File: src/flsd_pkg.sv
// constants, state codes and read decode for the live fault status bank
// assumes an 8-bit register pointer and a 7-bit control port address

package flsd_pkg;

	// register offsets on the control port
	localparam logic [7:0] REG_LIVE_A = 8'h42; // live status a
	localparam logic [7:0] REG_LIVE_B = 8'h43; // live status b
	localparam logic [7:0] REG_SCAN   = 8'h46; // scan select

	// values after reset
	localparam logic [7:0] LIVE_A_RESET = 8'h00;
	localparam logic [7:0] LIVE_B_RESET = 8'h00;
	localparam logic [7:0] SCAN_RESET   = 8'h00;
	localparam logic [7:0] UNMAPPED_VAL = 8'h00; // read of a hole
	localparam logic [7:0] PTR_RESET    = 8'h00;

	// control port address, value arbitrary
	localparam logic [6:0] DEV_ADDR_DEFAULT = 7'h2c;

	// live status a field positions
	localparam int unsigned LA_CH1_POS_OV = 7;
	localparam int unsigned LA_CH1_NEG_OV = 6;
	localparam int unsigned LA_CH2_POS_OV = 5;
	localparam int unsigned LA_CH2_NEG_OV = 4;
	localparam int unsigned LA_HS_INSERT  = 3;
	localparam int unsigned LA_HS_REMOVE  = 2;
	localparam int unsigned LA_HS_BUTTON  = 2; // shares the removal bit
	localparam int unsigned LA_PROC_OVLD  = 1;
	localparam int unsigned LA_RESERVED   = 0;

	// live status b field positions
	localparam int unsigned LB_AUX_HIGH   = 7;
	localparam int unsigned LB_AUX_LOW    = 6;
	localparam int unsigned LB_VAD_UP     = 5;
	localparam int unsigned LB_VAD_DOWN   = 4;
	localparam int unsigned LB_BIAS_SHORT = 3;
	localparam int unsigned LB_BIAS_HI_I  = 2;
	localparam int unsigned LB_BIAS_LO_I  = 1;
	localparam int unsigned LB_BIAS_OV    = 0;

	// scan select field positions
	localparam int unsigned SC_IN_CH1   = 7;
	localparam int unsigned SC_IN_CH2   = 6;
	localparam int unsigned SC_SE_NEG   = 5;
	localparam int unsigned SC_AC_COUP  = 4;
	localparam int unsigned SC_OUT1_POS = 3;
	localparam int unsigned SC_OUT1_NEG = 2;
	localparam int unsigned SC_OUT2_POS = 1;
	localparam int unsigned SC_OUT2_NEG = 0;

	// number of live event sources
	localparam int unsigned NUM_SRC = 16;
	localparam logic [2:0]  LAST_BIT = 3'h7; // bit count of a byte end

	// control port byte engine states
	typedef enum logic [2:0]
	{
		ST_IDLE   = 3'b000, // waiting for a start
		ST_RX     = 3'b001, // shifting in a byte
		ST_RX_ACK = 3'b010, // driving our acknowledge
		ST_TX     = 3'b011, // shifting out a byte
		ST_TX_ACK = 3'b100  // sampling the host acknowledge
	} flsd_state_e;

	// register read decode
	function automatic logic [7:0] flsd_read_reg
	(
		input logic [7:0] ptr,
		input logic [7:0] live_a,
		input logic [7:0] live_b,
		input logic [7:0] scan
	);
		logic [7:0] val;
		val = UNMAPPED_VAL;
		case (ptr)
			REG_LIVE_A: val = live_a;
			REG_LIVE_B: val = live_b;
			REG_SCAN:   val = scan;
			default:    val = UNMAPPED_VAL;
		endcase
		return val;
	endfunction : flsd_read_reg

endpackage : flsd_pkg

File: src/flsd_top.sv
// live fault status and diagnostic scan select bank, two-wire port
// assumes an external open-drain pad and asynchronous event sources
//
// Overview of operation
// status a bits 7,6: channel-1 input over-voltage
// status a bits 5,4: channel-2 input over-voltage
// status a bit 3: headset insertion cause
// status a bit 2: headset removal cause
// headset button also reported on bit 2
// bit 1 processing overload; bit 0 reads 0
// status b bits 7,6: aux monitor thresholds
// status b bits 5,4: voice activity up/down
// status b bit 3: mic bias short circuit
// status b bits 2,1: bias high/low current
// status b bit 0: mic bias over-voltage
// scan bit 7 enables channel-1 input scan
// scan bit 6 enables channel-2 input scan
// scan bit 5 includes single-ended negative pins
// scan bit 4 includes ac-coupled channel pins
// scan bits 3,2: channel-1 output pin scan
// scan bits 1,0: channel-2 output pin scan
// live bits track sources; reads/writes don't alter
// host enables only pins it wants scanned
`timescale 1ns/10ps
`default_nettype none

module flsd_top
#(
	parameter logic [6:0] DEV_ADDR = flsd_pkg::DEV_ADDR_DEFAULT
)
(
	input  wire logic clk_sys_i,                // 50 MHz control clock
	input  wire logic rst_n_i,                  // async reset, low
	// two-wire control port
	input  wire logic scl_i,                    // bus clock pin
	input  wire logic sda_i,                    // bus data pin level
	output logic      sda_o,                    // bus data drive value
	output logic      sda_oe_o,                 // high while pulling low
	// live event sources, asynchronous levels
	input  wire logic ch1_pos_overvolt_i,       // channel-1 positive
	input  wire logic ch1_neg_overvolt_i,       // channel-1 negative
	input  wire logic ch2_pos_overvolt_i,       // channel-2 positive
	input  wire logic ch2_neg_overvolt_i,       // channel-2 negative
	input  wire logic headset_insert_i,         // insertion seen
	input  wire logic headset_remove_i,         // removal seen
	input  wire logic headset_button_i,         // hook press seen
	input  wire logic processing_capacity_ovld_i, // processor overload
	input  wire logic aux_analog_monitor_high_i, // above upper threshold
	input  wire logic aux_analog_monitor_low_i, // below lower threshold
	input  wire logic voice_activity_up_i,      // detector power up
	input  wire logic voice_activity_down_i,    // detector power down
	input  wire logic micbias_short_i,          // bias short circuit
	input  wire logic micbias_high_current_i,   // bias high current
	input  wire logic micbias_low_current_i,    // bias low current
	input  wire logic micbias_overvolt_i,       // bias over-voltage
	// scan selection to the diagnostic scanner
	output logic      input_chan1_scan_enable_o,
	output logic      input_chan2_scan_enable_o,
	output logic      include_single_ended_neg_pin_o,
	output logic      include_ac_coupled_pins_o,
	output logic      out_chan1_pos_scan_enable_o,
	output logic      out_chan1_neg_scan_enable_o,
	output logic      out_chan2_pos_scan_enable_o,
	output logic      out_chan2_neg_scan_enable_o
);

	// reset release chain
	logic [1:0] rst_pipe_q; // release shift register
	logic       rst_n;      // synchronised reset, low

	// bus pins after synchronisation and their events
	logic [1:0] bus_sync;   // {scl, sda}
	logic       scl_rise;   // bus clock rising
	logic       scl_fall;   // bus clock falling
	logic       bus_start;  // start or repeated start
	logic       bus_stop;   // stop

	// live sources
	logic [flsd_pkg::NUM_SRC-1:0] src_async; // raw bundle
	logic [flsd_pkg::NUM_SRC-1:0] src_sync;  // synchronised bundle
	logic [7:0]                   live_a_d;  // next status a
	logic [7:0]                   live_a_q;  // status a
	logic [7:0]                   live_b_d;  // next status b
	logic [7:0]                   live_b_q;  // status b

	// byte engine
	flsd_pkg::flsd_state_e state_q;  // engine state
	logic [2:0]            bit_cnt_q; // bits done in this byte
	logic [7:0]            shift_q;   // byte shift register
	logic                  rx_full_q; // eight bits received
	logic                  addr_ph_q; // byte is the address
	logic                  ptr_ph_q;  // byte is the pointer
	logic                  read_q;    // read transfer
	logic                  sda_oe_q;  // pulling data low
	logic                  sda_o_q;   // drive value, always low
	logic [7:0]            ptr_q;     // register pointer
	logic [7:0]            scan_q;    // scan select register

	// engine decisions
	logic       rx_commit; // received byte is final
	logic       addr_hit;  // address byte names us
	logic       tx_load;   // load next byte to send
	logic       cfg_wr;    // write into scan select
	logic [7:0] rd_data;   // value at the pointer

	// release reset through two flops, assert at once
	always_ff @(posedge clk_sys_i or negedge rst_n_i)
	begin
		if (!rst_n_i)
			rst_pipe_q <= 2'b00;
		else
			rst_pipe_q <= {rst_pipe_q[0], 1'b1};
	end

	assign rst_n = rst_pipe_q[1];

	// bus pins pass two flops before anything reads them
	flsd_sync
	#(
		.WIDTH       (2),
		.RESET_VALUE (2'b11)
	)
	u_bus_sync
	(
		.clk_i   (clk_sys_i),
		.rst_n_i (rst_n),
		.async_i ({scl_i, sda_i}),
		.sync_o  (bus_sync)
	);

	// bus clock edges, start and stop
	flsd_edge u_bus_edge
	(
		.clk_i      (clk_sys_i),
		.rst_n_i    (rst_n),
		.scl_i      (bus_sync[1]),
		.sda_i      (bus_sync[0]),
		.scl_rise_o (scl_rise),
		.scl_fall_o (scl_fall),
		.start_o    (bus_start),
		.stop_o     (bus_stop)
	);

	// gather the event sources into one bundle
	assign src_async = {
		ch1_pos_overvolt_i, ch1_neg_overvolt_i,
		ch2_pos_overvolt_i, ch2_neg_overvolt_i,
		headset_insert_i, headset_remove_i,
		headset_button_i, processing_capacity_ovld_i,
		aux_analog_monitor_high_i, aux_analog_monitor_low_i,
		voice_activity_up_i, voice_activity_down_i,
		micbias_short_i, micbias_high_current_i,
		micbias_low_current_i, micbias_overvolt_i
	};

	// event sources pass two flops as well
	flsd_sync
	#(
		.WIDTH       (flsd_pkg::NUM_SRC),
		.RESET_VALUE ('0)
	)
	u_src_sync
	(
		.clk_i   (clk_sys_i),
		.rst_n_i (rst_n),
		.async_i (src_async),
		.sync_o  (src_sync)
	);

	// arrange status a from the synchronised sources
	always_comb
	begin
		live_a_d = flsd_pkg::LIVE_A_RESET;
		live_a_d[flsd_pkg::LA_CH1_POS_OV] = src_sync[15];
		live_a_d[flsd_pkg::LA_CH1_NEG_OV] = src_sync[14];
		live_a_d[flsd_pkg::LA_CH2_POS_OV] = src_sync[13];
		live_a_d[flsd_pkg::LA_CH2_NEG_OV] = src_sync[12];
		live_a_d[flsd_pkg::LA_HS_INSERT]  = src_sync[11];
		live_a_d[flsd_pkg::LA_HS_REMOVE]  = src_sync[10];
		// removal and button share one position
		live_a_d[flsd_pkg::LA_HS_BUTTON]  = src_sync[10]
			| src_sync[9];
		live_a_d[flsd_pkg::LA_PROC_OVLD]  = src_sync[8];
		live_a_d[flsd_pkg::LA_RESERVED]   = 1'b0;
	end

	// arrange status b from the synchronised sources
	always_comb
	begin
		live_b_d = flsd_pkg::LIVE_B_RESET;
		live_b_d[flsd_pkg::LB_AUX_HIGH]   = src_sync[7];
		live_b_d[flsd_pkg::LB_AUX_LOW]    = src_sync[6];
		live_b_d[flsd_pkg::LB_VAD_UP]     = src_sync[5];
		live_b_d[flsd_pkg::LB_VAD_DOWN]   = src_sync[4];
		live_b_d[flsd_pkg::LB_BIAS_SHORT] = src_sync[3];
		live_b_d[flsd_pkg::LB_BIAS_HI_I]  = src_sync[2];
		live_b_d[flsd_pkg::LB_BIAS_LO_I]  = src_sync[1];
		live_b_d[flsd_pkg::LB_BIAS_OV]    = src_sync[0];
	end

	// live registers follow sources every cycle, no host path in
	always_ff @(posedge clk_sys_i or negedge rst_n)
	begin
		if (!rst_n)
		begin
			live_a_q <= flsd_pkg::LIVE_A_RESET;
			live_b_q <= flsd_pkg::LIVE_B_RESET;
		end
		else
		begin
			live_a_q <= live_a_d;
			live_b_q <= live_b_d;
		end
	end

	// decisions taken on the bus clock falling edge
	assign rx_commit = (state_q == flsd_pkg::ST_RX) & rx_full_q
		& scl_fall;
	assign addr_hit  = (shift_q[7:1] == DEV_ADDR);
	assign tx_load   = scl_fall & (((state_q == flsd_pkg::ST_RX_ACK)
		& read_q) | (state_q == flsd_pkg::ST_TX_ACK));
	// only the scan register takes data; status writes are dropped
	assign cfg_wr    = rx_commit & ~addr_ph_q & ~ptr_ph_q
		& (ptr_q == flsd_pkg::REG_SCAN);
	// reading never changes any status bit
	assign rd_data   = flsd_pkg::flsd_read_reg(ptr_q, live_a_q,
		live_b_q, scan_q);

	// byte engine: receive, acknowledge, transmit
	always_ff @(posedge clk_sys_i or negedge rst_n)
	begin
		if (!rst_n)
		begin
			state_q   <= flsd_pkg::ST_IDLE;
			bit_cnt_q <= 3'h0;
			shift_q   <= 8'h00;
			rx_full_q <= 1'b0;
			addr_ph_q <= 1'b0;
			ptr_ph_q  <= 1'b0;
			read_q    <= 1'b0;
			sda_oe_q  <= 1'b0;
		end
		else if (bus_start)
		begin
			// start restarts with an address byte
			state_q   <= flsd_pkg::ST_RX;
			bit_cnt_q <= 3'h0;
			rx_full_q <= 1'b0;
			addr_ph_q <= 1'b1;
			ptr_ph_q  <= 1'b0;
			read_q    <= 1'b0;
			sda_oe_q  <= 1'b0;
		end
		else if (bus_stop)
		begin
			// stop frees the bus
			state_q  <= flsd_pkg::ST_IDLE;
			sda_oe_q <= 1'b0;
		end
		else
		begin
			case (state_q)
				flsd_pkg::ST_RX:
				begin
					if (scl_rise & ~rx_full_q)
					begin
						// sample data while clock high
						shift_q   <= {shift_q[6:0], bus_sync[0]};
						bit_cnt_q <= bit_cnt_q + 3'h1;
						if (bit_cnt_q == flsd_pkg::LAST_BIT)
							rx_full_q <= 1'b1;
					end
					else if (rx_commit)
					begin
						rx_full_q <= 1'b0;
						bit_cnt_q <= 3'h0;
						if (addr_ph_q & ~addr_hit)
							// not ours, ignore until next start
							state_q <= flsd_pkg::ST_IDLE;
						else
						begin
							// acknowledge the byte
							state_q  <= flsd_pkg::ST_RX_ACK;
							sda_oe_q <= 1'b1;
							if (addr_ph_q)
							begin
								read_q    <= shift_q[0];
								addr_ph_q <= 1'b0;
								ptr_ph_q  <= ~shift_q[0];
							end
							else
								ptr_ph_q <= 1'b0;
						end
					end
				end
				flsd_pkg::ST_RX_ACK:
				begin
					if (tx_load)
					begin
						// first read byte, msb first
						state_q   <= flsd_pkg::ST_TX;
						shift_q   <= rd_data;
						bit_cnt_q <= 3'h0;
						sda_oe_q  <= ~rd_data[7];
					end
					else if (scl_fall)
					begin
						// release and take the next byte
						state_q  <= flsd_pkg::ST_RX;
						sda_oe_q <= 1'b0;
					end
				end
				flsd_pkg::ST_TX:
				begin
					if (scl_fall)
					begin
						if (bit_cnt_q == flsd_pkg::LAST_BIT)
						begin
							// release for the host acknowledge
							state_q  <= flsd_pkg::ST_TX_ACK;
							sda_oe_q <= 1'b0;
						end
						else
						begin
							bit_cnt_q <= bit_cnt_q + 3'h1;
							shift_q   <= {shift_q[6:0], 1'b0};
							sda_oe_q  <= ~shift_q[6];
						end
					end
				end
				flsd_pkg::ST_TX_ACK:
				begin
					if (scl_rise & bus_sync[0])
						// no acknowledge, read ends
						state_q <= flsd_pkg::ST_IDLE;
					else if (tx_load)
					begin
						// acknowledged, send next byte
						state_q   <= flsd_pkg::ST_TX;
						shift_q   <= rd_data;
						bit_cnt_q <= 3'h0;
						sda_oe_q  <= ~rd_data[7];
					end
				end
				default:
				begin
					// idle or unknown code, stay off the bus
					state_q  <= flsd_pkg::ST_IDLE;
					sda_oe_q <= 1'b0;
				end
			endcase
		end
	end

	// register pointer: loaded, then steps after each byte
	always_ff @(posedge clk_sys_i or negedge rst_n)
	begin
		if (!rst_n)
			ptr_q <= flsd_pkg::PTR_RESET;
		else if (rx_commit & ptr_ph_q)
			ptr_q <= shift_q;
		else if ((rx_commit & ~addr_ph_q) | tx_load)
			ptr_q <= ptr_q + 8'h01;
	end

	// scan select register, written by the host only
	always_ff @(posedge clk_sys_i or negedge rst_n)
	begin
		if (!rst_n)
			scan_q <= flsd_pkg::SCAN_RESET;
		else if (cfg_wr)
			scan_q <= shift_q;
	end

	// data drive value is fixed low, open drain
	always_ff @(posedge clk_sys_i or negedge rst_n)
	begin
		if (!rst_n)
			sda_o_q <= 1'b0;
		else
			sda_o_q <= 1'b0;
	end

	// pin outputs
	assign sda_o    = sda_o_q;
	assign sda_oe_o = sda_oe_q;

	// scan selection straight from the register
	assign input_chan1_scan_enable_o =
		scan_q[flsd_pkg::SC_IN_CH1];
	assign input_chan2_scan_enable_o =
		scan_q[flsd_pkg::SC_IN_CH2];
	assign include_single_ended_neg_pin_o =
		scan_q[flsd_pkg::SC_SE_NEG];
	assign include_ac_coupled_pins_o =
		scan_q[flsd_pkg::SC_AC_COUP];
	assign out_chan1_pos_scan_enable_o =
		scan_q[flsd_pkg::SC_OUT1_POS];
	assign out_chan1_neg_scan_enable_o =
		scan_q[flsd_pkg::SC_OUT1_NEG];
	assign out_chan2_pos_scan_enable_o =
		scan_q[flsd_pkg::SC_OUT2_POS];
	assign out_chan2_neg_scan_enable_o =
		scan_q[flsd_pkg::SC_OUT2_NEG];

endmodule : flsd_top
`default_nettype wire

File: src/flsd_sync.sv
// two-flop synchroniser for a bundle of asynchronous levels
// assumes the reset given is already released in the clock domain
`timescale 1ns/10ps
`default_nettype none

module flsd_sync
#(
	parameter int unsigned      WIDTH       = 1,
	parameter logic [WIDTH-1:0] RESET_VALUE = '0
)
(
	input  wire logic             clk_i,   // local clock
	input  wire logic             rst_n_i, // synchronised reset
	input  wire logic [WIDTH-1:0] async_i, // levels from outside
	output logic      [WIDTH-1:0] sync_o   // safe copies
);

	logic [WIDTH-1:0] meta_q; // first stage, read only by the second
	logic [WIDTH-1:0] sync_q; // second stage

	// two stages, no logic between them
	always_ff @(posedge clk_i or negedge rst_n_i)
	begin
		if (!rst_n_i)
		begin
			meta_q <= RESET_VALUE;
			sync_q <= RESET_VALUE;
		end
		else
		begin
			meta_q <= async_i;
			sync_q <= meta_q;
		end
	end

	assign sync_o = sync_q;

endmodule : flsd_sync
`default_nettype wire

File: src/flsd_edge.sv
// bus condition detector for the two-wire control port
// assumes clock and data have already been synchronised
`timescale 1ns/10ps
`default_nettype none

module flsd_edge
(
	input  wire logic clk_i,      // local clock
	input  wire logic rst_n_i,    // synchronised reset
	input  wire logic scl_i,      // synchronised bus clock
	input  wire logic sda_i,      // synchronised bus data
	output logic      scl_rise_o, // bus clock rising, one cycle
	output logic      scl_fall_o, // bus clock falling, one cycle
	output logic      start_o,    // data falls while clock high
	output logic      stop_o      // data rises while clock high
);

	logic scl_prev_q; // previous bus clock
	logic sda_prev_q; // previous bus data

	// previous levels, idle bus is high
	always_ff @(posedge clk_i or negedge rst_n_i)
	begin
		if (!rst_n_i)
		begin
			scl_prev_q <= 1'b1;
			sda_prev_q <= 1'b1;
		end
		else
		begin
			scl_prev_q <= scl_i;
			sda_prev_q <= sda_i;
		end
	end

	// edges and bus conditions
	assign scl_rise_o = scl_i & ~scl_prev_q;
	assign scl_fall_o = ~scl_i & scl_prev_q;
	assign start_o    = scl_i & scl_prev_q & sda_prev_q & ~sda_i;
	assign stop_o     = scl_i & scl_prev_q & ~sda_prev_q & sda_i;

endmodule : flsd_edge
`default_nettype wire

File: config.mk
export PLATFORM = sky130hd
export DESIGN_NAME = flsd_top
export DESIGN_NICKNAME = d
export VERILOG_FILES = /design/src/flsd_pkg.sv /design/src/flsd_top.sv /design/src/flsd_sync.sv /design/src/flsd_edge.sv
export SDC_FILE = /design/constraint.sdc
export NUM_CORES = 1
export LEC_CHECK = 0
export BUFFER_PORTS_ARGS = -buffer_cell sky130_fd_sc_hd__buf_2
export CORE_MARGIN = 10
export CORE_UTILIZATION = 55
export CTS_BUF_LIST = sky130_fd_sc_hd__clkbuf_2 sky130_fd_sc_hd__clkbuf_4 sky130_fd_sc_hd__clkbuf_8
export DETAILED_ROUTE_END_ITERATION = 6
export PLACE_DENSITY = 0.81
export SETUP_SLACK_MARGIN = 0.02
export SLEW_MARGIN = 20
export SYNTH_ARGS = -nofsm -noshare
export SYNTH_HDL_FRONTEND = slang
export SYNTH_SLANG_ARGS = --single-unit
File: constraint.sdc
create_clock -name clk_sys_i -period 2.7 [get_ports clk_sys_i]
set_input_delay 0.135 -clock clk_sys_i [delete_from_list [all_inputs] [get_ports clk_sys_i]]
set_output_delay 0.135 -clock clk_sys_i [all_outputs]
set_load 0.01 [all_outputs]
# Yosys cells after proc, flatten, opt, wreduce, memory -nomap -nowiden

Cells that the tools add are included.

Multiply operators: 0
Shift operators: 0
Reductions and logical operators: 14
Bitwise logic cells: 34
Magnitude comparators: 0
Add/subtract/negate cells: 2
Div/mod/pow operators: 0
Equality and inequality tests: 30
Muxes and demuxes: 68

Operators by type and width:

| cell                | count |
|---|---|
| $mux 8              | 7 |
| $mux 3              | 18 |
| $mux 1              | 37 |
| $pmux 8 s4          | 1 |
| $ne 4x4->1 const B  | 7 |
| $eq 8x7->1 const B  | 3 |
| $pmux 3 s4          | 2 |
| $pmux 8 s3          | 1 |
| $and 1x1->1         | 18 |
| $reduce_and 6->1    | 3 |
| $reduce_and 7->1    | 2 |
| $not 1->1           | 13 |
| $ne 2x2->1 const B  | 6 |
| $ne 3x3->1 const B  | 3 |
| $add 8x1->8 const B | 1 |
| $reduce_bool 2->1   | 4 |
| $eq 7x6->1 const B  | 1 |
| $eq 3x2->1 const B  | 2 |
| $eq 3x3->1 const B  | 2 |
| $ne 5x4->1 const B  | 1 |
| $ne 5x5->1 const B  | 1 |
| $reduce_and 5->1    | 1 |
| $reduce_bool 5->1   | 1 |
| $ne 4x3->1 const B  | 1 |
| 10 further kinds    | 12 |

Latch bits: 0
Register bits after elaboration: 90
Bits of input ports: 20
Memories kept: 0
Logic and storage cells: 167
Bits in writable memories: 0
Output and inout bits: 10
Bits in read-only memories: 0

# Logic depth before layout (Yosys ltp)

Gate-level depths: netlist of run 1.

Depth in word-level cells: 9
Gate-level depth with buffers: 8
Depth with buffers taken out: 7

# Cells and area by module

From an unflattened synthesis of run 1, not the netlist that was laid out.

Cell total of the unflattened synthesis: 298
Area total of the unflattened synthesis: 3,663.5 um2

Modules (own cells, without submodules):

| module                  | area each (um2) | cells an instance | sequential area each (um2) | times used |
|---|---|---|---|---|
| flsd_top                | 2,672.6         | 256               | 1,301.2                    | 1 |
| flsd_sync at u_src_sync | 800.8           | 32                | 800.8                      | 1 |
| flsd_sync at u_bus_sync | 105.1           | 4                 | 105.1                      | 1 |
| flsd_edge               | 85.1            | 6                 | 52.6                       | 1 |

# Worst setup path after synthesis of run 1

No wires, ideal clock.

Path type: register -> register
Start: register state_q[1]
End: register state_q[0]
Buffers on the path: 1
Arrival: 1,743 ps
Required time: 2,575 ps
Slack: 833 ps
Period minus slack after synthesis: 1,867 ps
Cell stages (with the launch flop): 7
Setup time: 125 ps
Path through: dfrtp_1 buf_2 or2_2 a211oi_1 nor3_1 a31oi_1 mux2_2

Word-level cells in the longest chain between the ends: 8
Elaborated cells between the ends (all ways): 20
Classes of those cells: 10 x eq/ne; 4 x mux; 5 x bitwise; 1 x reduce/logical

RTL lines:

| what                   | RTL line                         | RTL |
|---|---|---|
| start, declared        | flsd_top.sv:87                   | `flsd_pkg::flsd_state_e state_q;` |
| start signal, assigned | flsd_top.sv:234                  | `state_q <= flsd_pkg::ST_IDLE;` |
| start signal, assigned | flsd_top.sv:246                  | `state_q <= flsd_pkg::ST_RX;` |
| start signal, assigned | flsd_top.sv:257                  | `state_q <= flsd_pkg::ST_IDLE;` |
| $eq 3x2->1             | flsd_top.sv:220, flsd_top.sv:262 |  |
| $and 1x1->1            | flsd_top.sv:221                  | `& read_q) \| (state_q == flsd_pkg::ST_TX_ACK));` |
| $or 1x1->1             | flsd_top.sv:221                  |  |
| $and 1x1->1            | flsd_top.sv:220                  | `assign tx_load = scl_fall & (((state_q == flsd_pkg::ST_RX_ACK)` |
| $mux 3                 | flsd_top.sv:298                  | `if (tx_load)` |
| $pmux 3 s4             | flsd_top.sv:262                  | `case (state_q)` |
| $mux 3                 | flsd_top.sv:254                  | `else if (bus_stop)` |
| $mux 3                 | flsd_top.sv:243                  | `else if (bus_start)` |

Several ways; a longest one is shown, not always the timed one.
A chain may end at the register's enable or synchronous reset.

# Final worst setup path of run 1

Start: register state_q[0]
End: register scan_q[1]

Word-level cells in the longest chain between the ends: 6

RTL lines:

| what                      | RTL line        | RTL |
|---|---|---|
| $eq 3x1->1                | flsd_top.sv:217 | `assign rx_commit = (state_q == flsd_pkg::ST_RX) & rx_full_q` |
| $and 1x1->1               | flsd_top.sv:217 |  |
| $and 1x1->1               | flsd_top.sv:218 | `& scl_fall;` |
| $and 1x1->1 (2 in series) | flsd_top.sv:223 | `assign cfg_wr = rx_commit & ~addr_ph_q & ~ptr_ph_q` |
| $and 1x1->1               | flsd_top.sv:224 | `& (ptr_q == flsd_pkg::REG_SCAN);` |
| end signal, assigned      | flsd_top.sv:370 | `scan_q <= flsd_pkg::SCAN_RESET;` |
| end signal, assigned      | flsd_top.sv:372 | `scan_q <= shift_q;` |
| end, declared             | flsd_top.sv:97  | `logic [7:0] scan_q;` |

No other way between the ends.

==> results of run 1 <==
==> layout by cell type (no fill, tap or decap), types with 3 or more instances in the layout <==
cell / netlist / layout
a21oi_1: 7 / 7
a22o_1: 8 / 8
a22oi_1: 7 / 7
a31oi_1: 3 / 3
and2_1: 4 / 4
and3_1: 4 / 4
buf_2: 3 / 28
buf_4: 1 / 3
clkbuf_8: 0 / 10
dfrtp_1: 84 / 83
dfstp_2: 6 / 6
dlygate4sd3_1: 0 / 19
ha_1: 4 / 4
inv_1: 8 / 8
mux2_2: 18 / 18
nand2_1: 20 / 20
nand2b_1: 6 / 6
nand3_1: 11 / 11
nand3b_1: 3 / 3
nor2_1: 9 / 9
o211ai_1: 7 / 7
o21ai_0: 20 / 20
o21ai_1: 4 / 4
o22ai_1: 3 / 3
or2_2: 3 / 3
xnor2_1: 3 / 3
xor2_1: 5 / 5
==> metrics by stage <==
| stage | utilization | hold slack, ns | total power, mW | area [µm²] | instances |
|---|---|---|---|---|---|
| 3_3_place_gp | 0.606 | -0.0804 | 1.83 | 3890 | 395 |
| 4_1_cts | 0.668 | 0.0630 | 2.81 | 4290 | 430 |
| 5_1_grt | 0.672 | 0.0856 | 2.91 | 4320 | 431 |
| 3_5_place_dp | 0.606 | -0.0765 | 1.84 | 3890 | 395 |
| 6_report | 0.672 | 0.0840 | 2.79 | 4320 | 431 |
| 2_1_floorplan | - | -0.161 | 1.74 | 3690 | 300 |
==> worst max path at each step <==
stage | startpoint | end | slack [ns] | cells past startpoint
2_1_floorplan | state_q[1] | state_q[0] | 0.83 | 6
3_3_place_gp | u_bus_edge.scl_prev_q | read_q | 0.59 | 5
3_5_place_dp | state_q[0] | ptr_q[7] | 0.52 | 5
4_1_cts | state_q[0] | ptr_q[7] | 0.52 | 5
5_1_grt | state_q[0] | ptr_q[7] | 0.34 | 5
6_report | state_q[0] | scan_q[1] | 0.49 | 4
==> flip-flops by register name, indices dropped and copies added, names as in the netlist, 2 cells and up <==
| register | count |
|---|---|
| live_a_q | 7 |
| u_bus_sync.sync_o | 2 |
| scan_q | 8 |
| shift_q | 8 |
| ptr_q | 8 |
| state_q | 3 |
| u_bus_sync.meta_q | 2 |
| u_src_sync.meta_q | 16 |
| bit_cnt_q | 3 |
| live_b_q | 8 |
| rst_pipe_q | 2 |
| u_src_sync.sync_o | 16 |
==> kinds of logic (layout without fill, tap and decap cells) <==
group | Yosys count | count (layout) | synth area share
fa+ha+maj | 4 | 4 | 0.0136
compound gates | 76 | 76 | 0.140
mux | 21 | 21 | 0.0635
other cells | 2 | 2 | 0.00204
simple gates | 78 | 78 | 0.126
buf+inv | 21 | 75 | 0.0234
flops | 90 | 90 | 0.613
xor+xnor | 8 | 8 | 0.0190
==> power groups by stage <==
stage,Sequential (mW),Combinational (mW),Clock (mW)
global route,1.60,0.289,1.02
CTS,1.60,0.243,0.965
global placement,1.62,0.206,0
detailed placement,1.62,0.219,0
floorplan,1.56,0.176,0
finish,1.58,0.262,0.942
==> area by class of cell <==
cell class	instances	area, µm²
tap	77	96.3
timing repair buffer	51	380
clock inverter	5	61.3
inverter	8	30.0
multi-input combinational	189	1340
sequential	90	2260
clock buffer	11	145
fill	422	2100
==> repair_timing <==
item                      in CTS  in global routing
hold endpoints to repair      20                  0
hold buffers                  19                  0
gates resized for setup        0                  0
==> metal layers <==
| layer | share of wire | global-route usage |
|---|---|---|
| met5 | 0 | 0 |
| met4 | 0.015 | 0.0759 |
| met3 | 0.051 | 0.0439 |
| met2 | 0.50 | 0.244 |
| met1 | 0.43 | 0.190 |
==> impl_metrics.toml, run 1 <==
[outcome]
status = "finished clean"

[drt]
via_per_inst = 5.76
wl_um = 7430
drc_errors = 0
num_vias = 2484
dr.pass1.iters = 4
postRouteAntennaNets = 0
drt_iter0_drc = 199
post_drt_wl_per_cell_um = 17.2

[worst_setup_path]
cp_num_buf_inv = 0
max_stage_delay_ns = 0.67
crit_family = "simple AND/OR/NAND/NOR gates"
cp.arrival_ns = 2.45
cp.required_ns = 2.94
path_class = "reg -> reg"
cpMaxStageDelayCell = "dfrtp_1"
path_cells = "or3b_4 -> nor3_4 -> nand2_4 -> mux2_1"
r2r_start = "state_q[0]"
startpoint_type = "register"
rr_endpoint = "scan_q[1]"
reg2reg_depth = 4
cp_max_fo = 17
r2r_setup_slack_ns = 0.49
endpoint_kind = "register"

[power_and_ir_drop]
power_frac_comb = 0.094
seqPwrFrac = 0.568
internal_power_mw = 2.08
total_leakage_power_nw = 1.94
vdd_ir_drop_max_mv = 0.500
power_switching_share = 0.255
powerDensity_nw_per_um2 = 645
p_clk_frac = 0.338
switching_power_uw = 711

[timing]
period_needed_ns = 2.21
maxSlewViolCount = 0
setup_slack_ns = 0.492
worst_pin_slew_ns = 0.629
fin_crit_sh = 0.818
finalSetupViolCount = 0
setup-tns-final_ns = 0
finClkSkew_ns = 0.0113
rsz0062_at_grt = "false"
hold_violations = 0
slew_headroom = 0.581
fmax_ghz = 0.453

[layout]
fin_nets = 373
diodes = 0
drive_gt1_frac = 0.240
syn2layout_area_growth_pct = 17.1

[synth]
synth_cells = 300
yosys-top-cells-area = "dfrtp_1, mux2_2, dfstp_2"
avgSynthCellArea_um2 = 12.3
synth_top_area_cell = "dfrtp_1"
async_reset_ff_frac = 1.00
seq_area_frac_synth = 0.613
synth_nets = 324
synth-edff-count = 0
synthFlopType = "dfrtp_1"
ys_seq_elements = 90
yosysWarningCount = 0
syn_area_um2 = 3690
synth_top_area_share = 0.570
synth.distinct_cells = 57
synth_common_cells = "dfrtp_1, nand2_1, o21ai_0"
synth.most_common_cell = "dfrtp_1"

[floorplan]
ios = 30
coreArea_um2 = 6420
start_util = 0.574
die-area_um2 = 10400
die_x_um = 102
rows = 29
die_y_um = 102

[global_route]
grt_pass1_wl_um = 12400
grt_use_total = 0.154
grt_max_degree = 87
grt_pass1_vias = 2564
grt_overflow = 0
grt_antenna_before_repair = 0

[placement]
port_buffers = 28
hpwl_um = 4910
place_congestion = 0.897
place_ws_ns = 0.517

[clocking]
cts_buffer_depth = 2
cts_made_buffers = 9
cts_tree = "yes"
cts_max_level = 3
post-cts-setup-buffers = 0
cts_sinks = 90
cts_root_buffer = "clkbuf_8"
clkLatencyLatePin_ns = 0.36
clk_pin_slew_ns = 0.09

[min_path]
hold_path_class = "in -> async"

[flow_run]
drv_cap = 0
Note: power is estimated with default switching activity, not from simulation.
==> run 2: changes to the inputs <==
clock period = 2 ns   (was 2.7 ns; I/O delays follow)
==> run 2 against run 1 <==
Worst setup slack got worse by 0.42 ns. Sequential power is 33% higher. Sequential share of layout area is 2.9 points lower. Maximum frequency increased by 14%. Critical path depth increased by 2. Highest routed layer unchanged. Via count grew 4.4%.
==> impl_metrics.toml, run 2 (synthesis gave the netlist of run 1 again) <==
[outcome]
status = "finished clean"

[clocking]
cts_sinks = 90
clk_pin_slew_ns = 0.10
cts_made_buffers = 9
clkLatencyLatePin_ns = 0.36
cts_buffer_depth = 2
cts_max_level = 3
cts_tree = "yes"
cts_root_buffer = "clkbuf_8"

[worst_setup_path]
reg2reg_depth = 6
startpoint_type = "register"
cp_max_fo = 10
r2r_start = "state_q[1]"
cp.arrival_ns = 2.18
path_class = "reg -> reg"
cp.required_ns = 2.25
rr_endpoint = "shift_q[3]"
endpoint_kind = "register"
r2r_setup_slack_ns = 0.07

[timing]
maxSlewViolCount = 0
fmax_ghz = 0.518
hold_violations = 0
period_needed_ns = 1.93
fin_crit_sh = 0.964
finClkSkew_ns = 0.0120
finalSetupViolCount = 0
setup-tns-final_ns = 0
rsz0062_at_grt = "false"

[layout]
final_cell_mix = "dfrtp_1, buf_4, buf_2, nand2_1, o21ai_0"
fin_nets = 403
fillers = 448
diodes = 0
ff_latch_area_um2 = 2270
design_area_um2 = 4570
syn2layout_area_growth_pct = 24.0
final_common_cell = "dfrtp_1"
multi_input_area_um2 = 1360
drive_gt1_frac = 0.313

[floorplan]
die_y_um = 102
rows = 29
die-area_um2 = 10400
coreArea_um2 = 6420
start_util = 0.574
die_x_um = 102
ios = 30

[placement]
hpwl_um = 5440
place_congestion = 0.926
port_buffers = 28
dpl_cell_area_um2 = 4170

[drt]
drt_iter0_drc = 214
via_per_inst = 5.62
post_drt_wl_per_cell_um = 17.3
wl_met1_um = 3370
dr_wl_met2_um = 4170
num_vias = 2593
postRouteAntennaNets = 0
drc_errors = 0
met3WireLength_um = 344
highest_layer = "met4"
wl_um = 7970
dr.pass1.iters = 4

[power_and_ir_drop]
power_switching_share = 0.277
total_leakage_power_nw = 2.08
powerDensity_nw_per_um2 = 817
power_frac_comb = 0.125
switching_power_mw = 1.03
p_clk_frac = 0.312
seqPwrFrac = 0.563
vdd_ir_drop_max_mv = 0.749
internal_power_mw = 2.70

[min_path]
hold_path_class = "in -> async"

[global_route]
grt_max_degree = 57
grt_pass1_vias = 2748
grt_pass1_wl_um = 13400
grt_overflow = 0
grt_antenna_before_repair = 0
grt_use_total = 0.165

[flow_run]
drv_cap = 0
## run 2: worst max path at each step
| stage | startpoint | end | cells after the start | slack, ns |
|---|---|---|---|---|
| 5_1_grt | state_q[1] | shift_q[2] | 6 | 0.02 |
| 3_5_place_dp | state_q[1] | read_q | 6 | 0.07 |
| 6_report | state_q[1] | shift_q[3] | 6 | 0.07 |
| 4_1_cts | state_q[1] | scan_q[1] | 5 | 0.06 |
| 3_3_place_gp | bit_cnt_q[0] | shift_q[4] | 7 | 0.12 |
| 2_1_floorplan | state_q[1] | state_q[0] | 6 | 0.13 |
## run 2: power groups by stage
stage	clock network (mW)	registers, mW	logic (mW)
after CTS	1.18	2.10	0.463
after floorplan	0	2.11	0.238
after global routing	1.27	2.12	0.509
after global placement	0	2.13	0.414
after detailed placement	0	2.14	0.431
final	1.16	2.10	0.468
## run 2: through the flow
step / std cells / utilization / hold WS, ns / power, mW / setup WS [ns]
global placement: 425 / 0.649 / -0.115 / 2.54 / 0.116
finish: 461 / 0.712 / 0.0671 / 3.73 / 0.0711
detailed placement: 425 / 0.649 / -0.112 / 2.57 / 0.0721
CTS: 460 / 0.708 / 0.0385 / 3.75 / 0.0629
global route: 461 / 0.712 / 0.0588 / 3.90 / 0.0208
floorplan: 300 / - / -0.196 / 2.35 / 0.133
## run 2: per-layer routing
layer | vias up | global-route usage
met1 | 1305 | 0.199
met2 | 46 | 0.286
met3 | 7 | 0.0412
met4 | 0 | 0.0521
met5 | - | 0
li1 | 1235 | -
## run 2: layout make-up
| cell class | count | area share |
|---|---|---|
| repair buffers | 81 | 0.139 |
| clock inverters | 7 | 0.0142 |
| clock buffers | 9 | 0.0271 |
| flip-flops and latches | 90 | 0.496 |
| well taps | 77 | 0.0211 |
| inverters | 8 | 0.00657 |
| multi-input cells | 189 | 0.296 |
## run 2: what timing repair did
action,4_1_cts,5_1_grt
endpoints found under the hold margin,20,0
buffers inserted,0,1
hold buffers,19,0
resized for setup,0,5
endpoints found under the setup margin,0,20
## run 2: critical path, cell delays in order, from the launching register on
cell and delay (ns):
dfrtp_2 0.48, nor2_1 0.26, xnor2_1 0.17, o211ai_1 0.19
nor3_4 0.24, buf_12 0.15, mux2_2 0.32
